[src/rtl/iop_pkg.sv]
/*
 Package for the port pin interrupt and pin configuration block.
 Holds register offsets, field layouts, reset values, drive codes and carriers.
 Assumes a classic Wishbone master with 32-bit data and byte addresses.
*/
package iop_pkg;

	localparam int NPIN = 8;
	localparam int NPAIR = NPIN / 2;

	// Register byte offsets
	localparam logic [7:0] OFS_DATA     = 8'h00;
	localparam logic [7:0] OFS_DRIVE    = 8'h04;
	localparam logic [7:0] OFS_SLEW     = 8'h08;
	localparam logic [7:0] OFS_INDIS    = 8'h0C;
	localparam logic [7:0] OFS_PORTCFG  = 8'h10;
	localparam logic [7:0] OFS_EDGE     = 8'h14;
	localparam logic [7:0] OFS_STATUS   = 8'h18;
	localparam logic [7:0] OFS_REGSEL   = 8'h1C;
	localparam logic [7:0] OFS_PAIRREF  = 8'h20;
	localparam logic [7:0] OFS_PINSTATE = 8'h24;
	localparam logic [7:0] OFS_IRQEN    = 8'h28;
	localparam logic [7:0] OFS_IRQCLR   = 8'h2C;
	localparam logic [7:0] OFS_RAWSTAT  = 8'h30;

	// Port config fields
	localparam int PC_LVTTL = 0;
	localparam int PC_RSTCFG_LSB = 1;

	// Pair reference fields: 2-bit threshold, analog bit, hysteresis bit
	localparam int PR_W = 4;
	localparam int PR_ANALOG = 2;
	localparam int PR_HYST = 3;

	typedef enum logic [1:0] {
		IOP_EDGE_NONE = 2'b00,
		IOP_EDGE_RISE = 2'b01,
		IOP_EDGE_FALL = 2'b10,
		IOP_EDGE_BOTH = 2'b11
	} iop_edge_e;

	typedef enum logic [1:0] {
		IOP_THR_HALF_VIO = 2'b00,
		IOP_THR_04_VIO   = 2'b01,
		IOP_THR_HALF_REF = 2'b10,
		IOP_THR_REF      = 2'b11
	} iop_thr_e;

	// Drive codes
	localparam logic [2:0] DM_HIZ_ANALOG = 3'h0;
	localparam logic [2:0] DM_HIZ_DIG    = 3'h1;
	localparam logic [2:0] DM_RES_UP     = 3'h2;
	localparam logic [2:0] DM_RES_DN     = 3'h3;
	localparam logic [2:0] DM_OD_LO      = 3'h4;
	localparam logic [2:0] DM_OD_HI      = 3'h5;
	localparam logic [2:0] DM_STRONG     = 3'h6;
	localparam logic [2:0] DM_RES_BOTH   = 3'h7;

	// Reset configuration codes
	localparam logic [1:0] RC_HIZ  = 2'h0;
	localparam logic [1:0] RC_PDN  = 2'h1;
	localparam logic [1:0] RC_PUP  = 2'h2;

	localparam logic [31:0] RST_ZERO = 32'h0000_0000;

	// Per-pin analog control toward the pad
	typedef struct packed {
		logic       drv_en;
		logic       drv_val;
		logic       res_en;
		logic       slow;
		logic       in_en;
		logic       reg_hi;
	} iop_pad_s;

	// Per-pair reference control
	typedef struct packed {
		logic [1:0] thr;
		logic       analog;
		logic       hyst;
	} iop_ref_s;

endpackage

[src/rtl/iop_port.sv]
/*
 Port pin interrupt unit and pin configuration for one eight-pin port.
 Assumes a classic Wishbone master on clk_i, an asynchronous pin bus in,
 and analog pad cells that take the per-pin and per-pair controls out.
*/
`timescale 1ns/1ns
module iop_port #(
	parameter int NPIN = iop_pkg::NPIN
) (
	input  wire logic                    clk_i,
	input  wire logic                    rst_i,
	input  wire logic [7:0]              adr_i,
	input  wire logic [31:0]             dat_i,
	output logic      [31:0]             dat_o,
	input  wire logic                    we_i,
	input  wire logic [3:0]              sel_i,
	input  wire logic                    cyc_i,
	input  wire logic                    stb_i,
	output logic                         ack_o,
	output logic                         err_o,
	input  wire logic [1:0]              nv_rstcfg_i,
	input  wire logic [NPIN-1:0]         pin_i,
	output logic      [NPIN-1:0]         pin_o,
	output logic      [NPIN-1:0]         pin_oe_o,
	output iop_pkg::iop_pad_s [NPIN-1:0] pad_o,
	output iop_pkg::iop_ref_s [NPIN/2-1:0] ref_o,
	output logic                         lvttl_o,
	output logic                         irq_o
);

	// Decode and register layout are fixed to one eight-pin port
	if (NPIN != 8)
	begin : g_bad_width
		$error("Port width must be eight pins");
	end

	localparam int NP = NPIN / 2;

	// Configuration state
	logic [NPIN-1:0]   data_reg, data_next;
	logic [3*NPIN-1:0] drive_reg, drive_next;
	logic [NPIN-1:0]   slew_reg, slew_next;
	logic [NPIN-1:0]   indis_reg, indis_next;
	logic [2:0]        portcfg_reg, portcfg_next;
	logic [2*NPIN-1:0] edge_reg, edge_next;
	logic [NPIN-1:0]   regsel_reg, regsel_next;
	logic [4*NP-1:0]   pairref_reg, pairref_next;
	logic [NPIN-1:0]   irqen_reg, irqen_next;
	logic [NPIN-1:0]   stat_reg, stat_next;
	logic              ack_reg, ack_next;
	logic              err_reg, err_next;
	logic [31:0]       rdat_reg, rdat_next;
	logic              rstld_reg, rstld_next;

	// Synchroniser and edge history
	logic [NPIN-1:0] sync1_reg, sync2_reg, prev_reg;

	always_ff @(posedge clk_i)
	begin
		if (rst_i)
		begin
			sync1_reg <= '0;
			sync2_reg <= '0;
			prev_reg  <= '0;
		end
		else
		begin
			sync1_reg <= pin_i;
			sync2_reg <= sync1_reg;
			prev_reg  <= sync2_reg;
		end
	end

	// Edge detect only; levels never set status, and no sleep gating exists
	logic [NPIN-1:0] evt;
	genvar g;
	generate
		for (g = 0; g < NPIN; g++)
		begin : g_edge
			logic rise, fall;
			assign rise = sync2_reg[g] & ~prev_reg[g];
			assign fall = ~sync2_reg[g] & prev_reg[g];
			assign evt[g] = (edge_reg[2*g] & rise) | (edge_reg[2*g+1] & fall);
		end
	endgenerate

	function automatic logic [31:0] wmask(input logic [3:0] s);
		wmask = {{8{s[3]}}, {8{s[2]}}, {8{s[1]}}, {8{s[0]}}};
	endfunction

	function automatic logic mapped(input logic [7:0] a);
		mapped = (a[1:0] == 2'b00) && (a <= iop_pkg::OFS_RAWSTAT);
	endfunction

	logic        req;
	logic        wr;
	logic        rd;
	logic [31:0] m;
	logic [31:0] wv;

	assign req = cyc_i & stb_i & ~ack_reg & ~err_reg;
	assign wr  = req & we_i & mapped(adr_i);
	assign rd  = req & ~we_i & mapped(adr_i);
	assign m   = wmask(sel_i);

	always_comb
	begin
		data_next    = data_reg;
		drive_next   = drive_reg;
		slew_next    = slew_reg;
		indis_next   = indis_reg;
		portcfg_next = portcfg_reg;
		edge_next    = edge_reg;
		regsel_next  = regsel_reg;
		pairref_next = pairref_reg;
		irqen_next   = irqen_reg;
		stat_next    = stat_reg;
		rdat_next    = rdat_reg;
		rstld_next   = 1'b0;
		ack_next     = req & mapped(adr_i);
		err_next     = req & ~mapped(adr_i);
		wv           = dat_i & m;

		// Load of stored reset configuration one cycle after release
		if (rstld_reg)
		begin
			portcfg_next[2:1] = nv_rstcfg_i;
			for (int i = 0; i < NPIN; i++)
			begin
				case (nv_rstcfg_i)
					iop_pkg::RC_PDN: begin drive_next[3*i +: 3] = iop_pkg::DM_RES_DN; data_next[i] = 1'b0; end
					iop_pkg::RC_PUP: begin drive_next[3*i +: 3] = iop_pkg::DM_RES_UP; data_next[i] = 1'b1; end
					default: drive_next[3*i +: 3] = iop_pkg::DM_HIZ_ANALOG;
				endcase
			end
		end

		if (wr)
		begin
			case (adr_i)
				iop_pkg::OFS_DATA:    data_next    = (data_reg & ~m[NPIN-1:0]) | wv[NPIN-1:0];
				iop_pkg::OFS_DRIVE:   drive_next   = (drive_reg & ~m[3*NPIN-1:0]) | wv[3*NPIN-1:0];
				iop_pkg::OFS_SLEW:    slew_next    = (slew_reg & ~m[NPIN-1:0]) | wv[NPIN-1:0];
				iop_pkg::OFS_INDIS:   indis_next   = (indis_reg & ~m[NPIN-1:0]) | wv[NPIN-1:0];
				iop_pkg::OFS_PORTCFG: portcfg_next = (portcfg_reg & ~m[2:0]) | wv[2:0];
				iop_pkg::OFS_EDGE:    edge_next    = (edge_reg & ~m[2*NPIN-1:0]) | wv[2*NPIN-1:0];
				iop_pkg::OFS_REGSEL:  regsel_next  = (regsel_reg & ~m[NPIN-1:0]) | wv[NPIN-1:0];
				iop_pkg::OFS_PAIRREF: pairref_next = (pairref_reg & ~m[4*NP-1:0]) | wv[4*NP-1:0];
				iop_pkg::OFS_IRQEN:   irqen_next   = (irqen_reg & ~m[NPIN-1:0]) | wv[NPIN-1:0];
				iop_pkg::OFS_IRQCLR:  stat_next    = stat_reg & ~wv[NPIN-1:0];
				default: ;
			endcase
		end

		// Read of the status register clears it
		if (rd && adr_i == iop_pkg::OFS_STATUS)
			stat_next = '0;
		// Set wins over any clear in the same cycle
		stat_next = stat_next | evt;

		rdat_next = '0;
		if (rd)
		begin
			case (adr_i)
				iop_pkg::OFS_DATA:     rdat_next[NPIN-1:0]   = data_reg;
				iop_pkg::OFS_DRIVE:    rdat_next[3*NPIN-1:0] = drive_reg;
				iop_pkg::OFS_SLEW:     rdat_next[NPIN-1:0]   = slew_reg;
				iop_pkg::OFS_INDIS:    rdat_next[NPIN-1:0]   = indis_reg;
				iop_pkg::OFS_PORTCFG:  rdat_next[2:0]        = portcfg_reg;
				iop_pkg::OFS_EDGE:     rdat_next[2*NPIN-1:0] = edge_reg;
				iop_pkg::OFS_STATUS:   rdat_next[NPIN-1:0]   = stat_reg;
				iop_pkg::OFS_REGSEL:   rdat_next[NPIN-1:0]   = regsel_reg;
				iop_pkg::OFS_PAIRREF:  rdat_next[4*NP-1:0]   = pairref_reg;
				iop_pkg::OFS_PINSTATE: rdat_next[NPIN-1:0]   = sync2_reg & ~indis_reg;
				iop_pkg::OFS_IRQEN:    rdat_next[NPIN-1:0]   = irqen_reg;
				iop_pkg::OFS_RAWSTAT:  rdat_next[NPIN-1:0]   = stat_reg;
				default:               rdat_next             = '0;
			endcase
		end
	end

	always_ff @(posedge clk_i)
	begin
		if (rst_i)
		begin
			data_reg    <= '0;
			drive_reg   <= '0;
			slew_reg    <= '0;
			indis_reg   <= '0;
			portcfg_reg <= '0;
			edge_reg    <= '0;
			regsel_reg  <= '0;
			pairref_reg <= '0;
			irqen_reg   <= '1;
			stat_reg    <= '0;
			ack_reg     <= 1'b0;
			err_reg     <= 1'b0;
			rdat_reg    <= iop_pkg::RST_ZERO;
			rstld_reg   <= 1'b1;
		end
		else
		begin
			// No low-power gating: state only changes by bus, reset or pin edges
			data_reg    <= data_next;
			drive_reg   <= drive_next;
			slew_reg    <= slew_next;
			indis_reg   <= indis_next;
			portcfg_reg <= portcfg_next;
			edge_reg    <= edge_next;
			regsel_reg  <= regsel_next;
			pairref_reg <= pairref_next;
			irqen_reg   <= irqen_next;
			stat_reg    <= stat_next;
			ack_reg     <= ack_next;
			err_reg     <= err_next;
			rdat_reg    <= rdat_next;
			rstld_reg   <= rstld_next;
		end
	end

	assign ack_o   = ack_reg;
	assign err_o   = err_reg;
	assign dat_o   = rdat_reg;
	assign irq_o   = |(stat_reg & irqen_reg);
	assign lvttl_o = portcfg_reg[iop_pkg::PC_LVTTL];

	// Pad decode per pin
	generate
		for (g = 0; g < NPIN; g++)
		begin : g_pad
			logic [2:0] dm;
			logic       d;
			logic       res_mode;
			logic       hi_drv, lo_drv, hi_res, lo_res;
			assign dm = rst_i ? iop_pkg::DM_HIZ_ANALOG : drive_reg[3*g +: 3];
			assign d  = data_reg[g];
			// Resistive modes fall back to strong while regulated output is on
			assign res_mode = (dm == iop_pkg::DM_RES_UP) | (dm == iop_pkg::DM_RES_DN) |
				(dm == iop_pkg::DM_RES_BOTH);
			assign hi_drv = d & ((dm == iop_pkg::DM_RES_DN) | (dm == iop_pkg::DM_OD_HI) |
				(dm == iop_pkg::DM_STRONG));
			assign lo_drv = ~d & ((dm == iop_pkg::DM_RES_UP) | (dm == iop_pkg::DM_OD_LO) |
				(dm == iop_pkg::DM_STRONG));
			assign hi_res = d & ((dm == iop_pkg::DM_RES_UP) | (dm == iop_pkg::DM_RES_BOTH));
			assign lo_res = ~d & ((dm == iop_pkg::DM_RES_DN) | (dm == iop_pkg::DM_RES_BOTH));
			assign pin_oe_o[g] = hi_drv | lo_drv | (regsel_reg[g] & (hi_res | lo_res)) |
				(~regsel_reg[g] & (hi_res | lo_res));
			assign pin_o[g] = d;
			assign pad_o[g].drv_en  = hi_drv | lo_drv | (regsel_reg[g] & (hi_res | lo_res));
			assign pad_o[g].drv_val = d;
			assign pad_o[g].res_en  = ~regsel_reg[g] & (hi_res | lo_res);
			assign pad_o[g].slow    = slew_reg[g] & ~res_mode;
			assign pad_o[g].in_en   = (dm != iop_pkg::DM_HIZ_ANALOG) & ~indis_reg[g];
			assign pad_o[g].reg_hi  = regsel_reg[g];
		end
		for (g = 0; g < NP; g++)
		begin : g_ref
			assign ref_o[g].thr    = pairref_reg[4*g +: 2];
			assign ref_o[g].analog = pairref_reg[4*g + iop_pkg::PR_ANALOG];
			assign ref_o[g].hyst   = pairref_reg[4*g + iop_pkg::PR_HYST];
		end
	endgenerate

	AST_RISE_SETS: assert property (@(posedge clk_i) disable iff (rst_i)
		(edge_reg[0] && sync2_reg[0] && !prev_reg[0]) |=> stat_reg[0])
		else $error("Rising edge did not set status");
	AST_NO_EDGE_NO_SET: assert property (@(posedge clk_i) disable iff (rst_i)
		(!stat_reg[1] && !evt[1]) |=> !stat_reg[1])
		else $error("Status set without an edge");
	AST_FALL_SETS: assert property (@(posedge clk_i) disable iff (rst_i)
		(edge_reg[3] && !sync2_reg[1] && prev_reg[1]) |=> stat_reg[1])
		else $error("Falling edge did not set status");
	AST_IRQ_TRACKS: assert property (@(posedge clk_i) disable iff (rst_i)
		irq_o == |(stat_reg & irqen_reg))
		else $error("Request does not follow status");
	AST_READ_CLEARS: assert property (@(posedge clk_i) disable iff (rst_i)
		(rd && adr_i == iop_pkg::OFS_STATUS && evt == '0) |=> stat_reg == '0)
		else $error("Status read did not clear");
	AST_SYNC_DELAY: assert property (@(posedge clk_i) disable iff (rst_i)
		$rose(sync2_reg[2]) |-> $past(sync1_reg[2]))
		else $error("Synchroniser order broken");
	AST_RESET_HIZ: assert property (@(posedge clk_i)
		rst_i |-> (pin_oe_o == '0 && !pad_o[0].in_en))
		else $error("Pins not high impedance in reset");
	AST_SLEW_RES: assert property (@(posedge clk_i) disable iff (rst_i)
		(drive_reg[5:3] == iop_pkg::DM_RES_BOTH) |-> !pad_o[1].slow)
		else $error("Slew applied in resistive mode");
	AST_REG_NO_RES: assert property (@(posedge clk_i) disable iff (rst_i)
		regsel_reg[2] |-> !pad_o[2].res_en)
		else $error("Resistive drive while regulated");
	AST_INDIS: assert property (@(posedge clk_i) disable iff (rst_i)
		indis_reg[3] |-> !pad_o[3].in_en)
		else $error("Input buffer not disabled");
	AST_RSTLOAD: assert property (@(posedge clk_i)
		$fell(rst_i) |=> portcfg_reg[2:1] == $past(nv_rstcfg_i))
		else $error("Reset configuration not loaded");
	AST_ACK_ONE: assert property (@(posedge clk_i) disable iff (rst_i)
		ack_o |=> !ack_o)
		else $error("Ack held two cycles");

endmodule

[config.mk]
export PLATFORM = sky130hd
export DESIGN_NAME = iop_port
export DESIGN_NICKNAME = d
export VERILOG_FILES = /design/src/rtl/iop_pkg.sv /design/src/rtl/iop_port.sv
export SDC_FILE = /design/constraint.sdc
export NUM_CORES = 1
export LEC_CHECK = 0
export BUFFER_PORTS_ARGS = -buffer_cell sky130_fd_sc_hd__buf_2
export CAP_MARGIN = 20
export CORE_MARGIN = 1
export CORE_UTILIZATION = 40
export CTS_BUF_LIST = sky130_fd_sc_hd__clkbuf_8
export CTS_CLUSTER_DIAMETER = 200
export DETAILED_ROUTE_END_ITERATION = 8
export SYNTH_ARGS = -nofsm -noshare
export SYNTH_HDL_FRONTEND = slang
export SYNTH_SLANG_ARGS = --single-unit
[constraint.sdc]
create_clock -name clk_i -period 3.6 [get_ports clk_i]
set_input_delay 0.18 -clock clk_i [delete_from_list [all_inputs] [get_ports clk_i]]
set_output_delay 0.18 -clock clk_i [all_outputs]
set_load 0.02 [all_outputs]
==> key figures <==
Critical path
  – RR Startpoint: ack_o$_SDFF_PP0_
  – Crit-path max FO: 13
  – Element type at the critical path start: register
  – CP Data Arrival Time: 2.94 ns
  – Crit. Startpoint: ack_o$_SDFF_PP0_
  – R2r worst-path depth: 5
  – WP data required: roughly 4 ns
  – Crit Path Category: register to register
  – CP Capture Type: register

STA
  – Final Skew: 0.0216 ns
  – Final setup TNS: 0 ns
  – Post-layout min period: 2.53 ns
  – Fmax: just under 400 MHz
  – Final setup fails: 0
  – Slew HR: between 30% and 40%
  – Actual slew at the worst max-slew pin: approximately 0.96 ns
  – RSZ-0062 raised after global routing: no
  – Period utilization: between 70% and 80%
  – Slew Limit Fails: 0
  – Final Hold Vio Count: 0

Placement
  – Placed Instances: 1182
  – Area after DPL: 8420 µm²
  – Detailed placement HPWL: 17.8 mm
  – Port Buf Inserts: around 160
  – Gpl congestion: 0.912

Floorplanning
  – Die area: 19700 µm²
  – Io pins: between 150 and 200
  – Starting Density: 40.8%
  – Row cnt: 50
  – Chip height: 140 µm
  – Horiz. Die Dim: ~140 µm
  – Core outline area: roughly 19000 µm²

Yosys
  – Cell variety after synth: 71
  – Ys async rst share: 0%
  – Main synth FF type: dfxtp_1
  – Synthesized area per cell: between 9 and 10 µm²
  – Synthesized netlist cell count: between 800 and 900
  – Area share of the largest cell type after synthesis: 41.3%
  – Sequential fraction of the synthesis area: 41.3%
  – Most area-consuming cells after synthesis: dfxtp_1 (41%), mux2i_1 (6.9%), nor2_1 (4.6%)
  – EDFF count, synth: 0
  – Yosys top cell by area: dfxtp_1
  – Netlist Area Pre-Place: about 7700 µm²
  – Yosys Warn Count: 0
  – #FFs+latches synth: about 160

Final layout
  – Diode count: 0
  – Final non-filler cell total: between 1000 and 1500
  – Layout cells sized above 1: 24.3%
  – Final net count: between 1000 and 1500
  – Area Overhead vs Synth: 17.4%
  – Design area: 9000 µm²

CTS
  – Clk_lat worst skew: between 0.4 and 0.5 ns
  – CTS tree: yes
  – Post-CTS Hold Fix Bufs: 21
  – TritonCTS Buffers: 17
  – Post-CTS setup buffers: 0
  – Clk buf depth: 2
  – CTS sink count: 158
  – H-Tree Depth: 4
  – Clock root buffer: clkbuf_8
  – Post-CTS resize count: 0
  – Worst-path clk slew: roughly 0.10 ns

Power
  – Cell Pwr Density: ~390 nW/µm²
  – Switch Pwr: a little over 1 mW
  – Sw Share: just under 30%
  – Leakage Power: 3.67 nW
  – Comb pwr share: between 10% and 20%
  – Max VDD drop: ~0.25 mV
  – Internal power: 2.48 mW
  – Clock Power Share: between 30% and 40%
  – Register share of total power: 52.6%

Route
  – Drt first pass iters: 7
  – Vias/cell: approximately 5.6
  – Vias post-DR: about 6900
  – ANT nets after route: 0
  – Routed len/inst: around 20 µm
  – Final wirelength: about 25 mm
  – 1st-iter DRT viols: 567
  – Residual DRC: 0

Min path
  – Critical hold path startpoint: dat_i[14]
  – Min-Delay Path Depth: 3
  – Class of the worst hold path: input port to register

Global routing
  – First-pass GRT wire length: 37.4 mm
  – Gr usage total: between 20% and 30%
  – Number of global-route vias before repair: around 6400
  – GRT Residual Overflow: 0
  – Largest net degree at the start of global routing: between 80 and 90
  – Initial antenna violation count: 0

Status
  – Status: complete, no violations

Job
  – Max Cap Viol: 0
-- per-stage QoR --
step / total power [mW] / worst slack, ns / hold slack, ns / util [%]
global placement: 2.23 / 0.979 / 0.399 / 44.8
CTS: 3.50 / 1.15 / 0.000875 / 47.9
finish: 3.49 / 1.07 / 0.0175 / 47.9
floorplan: 2.11 / 1.64 / 0.208 / -
global route: 3.62 / 0.848 / 0.0132 / 47.9
detailed placement: 2.24 / 0.975 / 0.400 / 44.8
-- power groups by stage --
stage | Sequential (mW) | Combinational, mW | Clock [mW]
floorplan | 1.86 | 0.255 | 0
global placement | 1.87 | 0.361 | 0
detailed placement | 1.87 | 0.362 | 0
CTS | 1.83 | 0.381 | 1.29
global route | 1.84 | 0.412 | 1.37
finish | 1.83 | 0.385 | 1.27
-- path summary, 6_finish.rpt --
check,end,slack (ns)
setup / recovery,register,1.07
hold / removal,register,0.02
setup reg to reg,register,1.07
hold reg to reg,sync2_reg[2]$_SDFF_PP0_,0.44
-- critical path: stages (launching register included) --
cell      delay (ns)
dfxtp_1         0.33
nor4bb_1        0.62
and4_1          0.71
mux2i_1         0.58
a22oi_1         0.13
nor2_1          0.11
-- layer usage --
layer  GRT usage [%]  vias to the layer above  wire length [µm]
li1                -                     3278                 -
met1            33.8                     3296             11300
met2            39.9                      277             11300
met3            5.06                       34              1510
met4            10.1                        0               600
met5               0                        -                 0
-- cells by family after synthesis --
family,count (synthesis),synth area share (%)
compound gates,178,17.3
xor+xnor,19,2.17
fa+ha+maj,9,1.24
buf+inv,102,7.10
flops,158,41.3
mux,61,8.54
other cells,1,0.0489
simple gates,323,22.4
-- final cells by class --
class	instances	area (µm²)
fill	1825	9770
timing repair buffer	190	1090
clock buffer	17	234
inverter	23	86.3
tap	234	293
sequential	158	3160
multi-input combinational	598	4000
clock inverter	14	136
-- cells in the mapped netlist, drive strengths merged, types with 2 or more instances --
cell type  instances
nand4b             2
dfxtp            158
o2111ai            2
a31o               2
nand2             67
nor4              12
a211o              8
xnor2             11
a31oi             13
o22ai             11
o211ai             2
inv               23
o31ai              2
a32o               2
nor3              23
nand3b            12
nor4b              5
o221a             10
xor2               8
a22o               8
a21oi             39
a22oi             25
nand4              2
nand3             17
maj3               7
o21ai             20
mux2i             54
a222oi             2
nor2b             51
a32oi             12
buf               45
clkbuf            34
ha                 2
a211oi             6
or2                6
mux2               5
or3                2
nor2              93
and3              11
nand2b             3
o31a               8
and2              12
mux4               2
a221oi             2
-- cell usage in the layout (no fill, tap or decap), types with 3 or more instances in the layout --
cell	instances
mux2_2	5
a22o_1	8
dlygate4sd3_1	21
inv_1	23
xor2_1	8
and2_1	10
a21oi_2	9
o22ai_1	11
a31oi_1	13
nand3_1	15
and3_1	10
clkinv_4	5
nor3_1	22
nand3b_1	12
buf_4	13
a32oi_1	12
buf_2	156
o21ai_0	20
or2_2	6
maj3_1	7
xnor2_1	11
nor4_1	9
a211oi_1	6
dfxtp_1	158
clkbuf_8	17
a21oi_1	30
conb_1	8
nand2b_1	3
mux2i_1	53
nor2b_1	51
a22oi_1	25
nor2_1	93
nor4b_2	4
a211o_1	8
nand2_1	66
o221a_1	10
o31a_1	8
inv_6	3
Note: power is estimated with default switching activity, not from simulation.
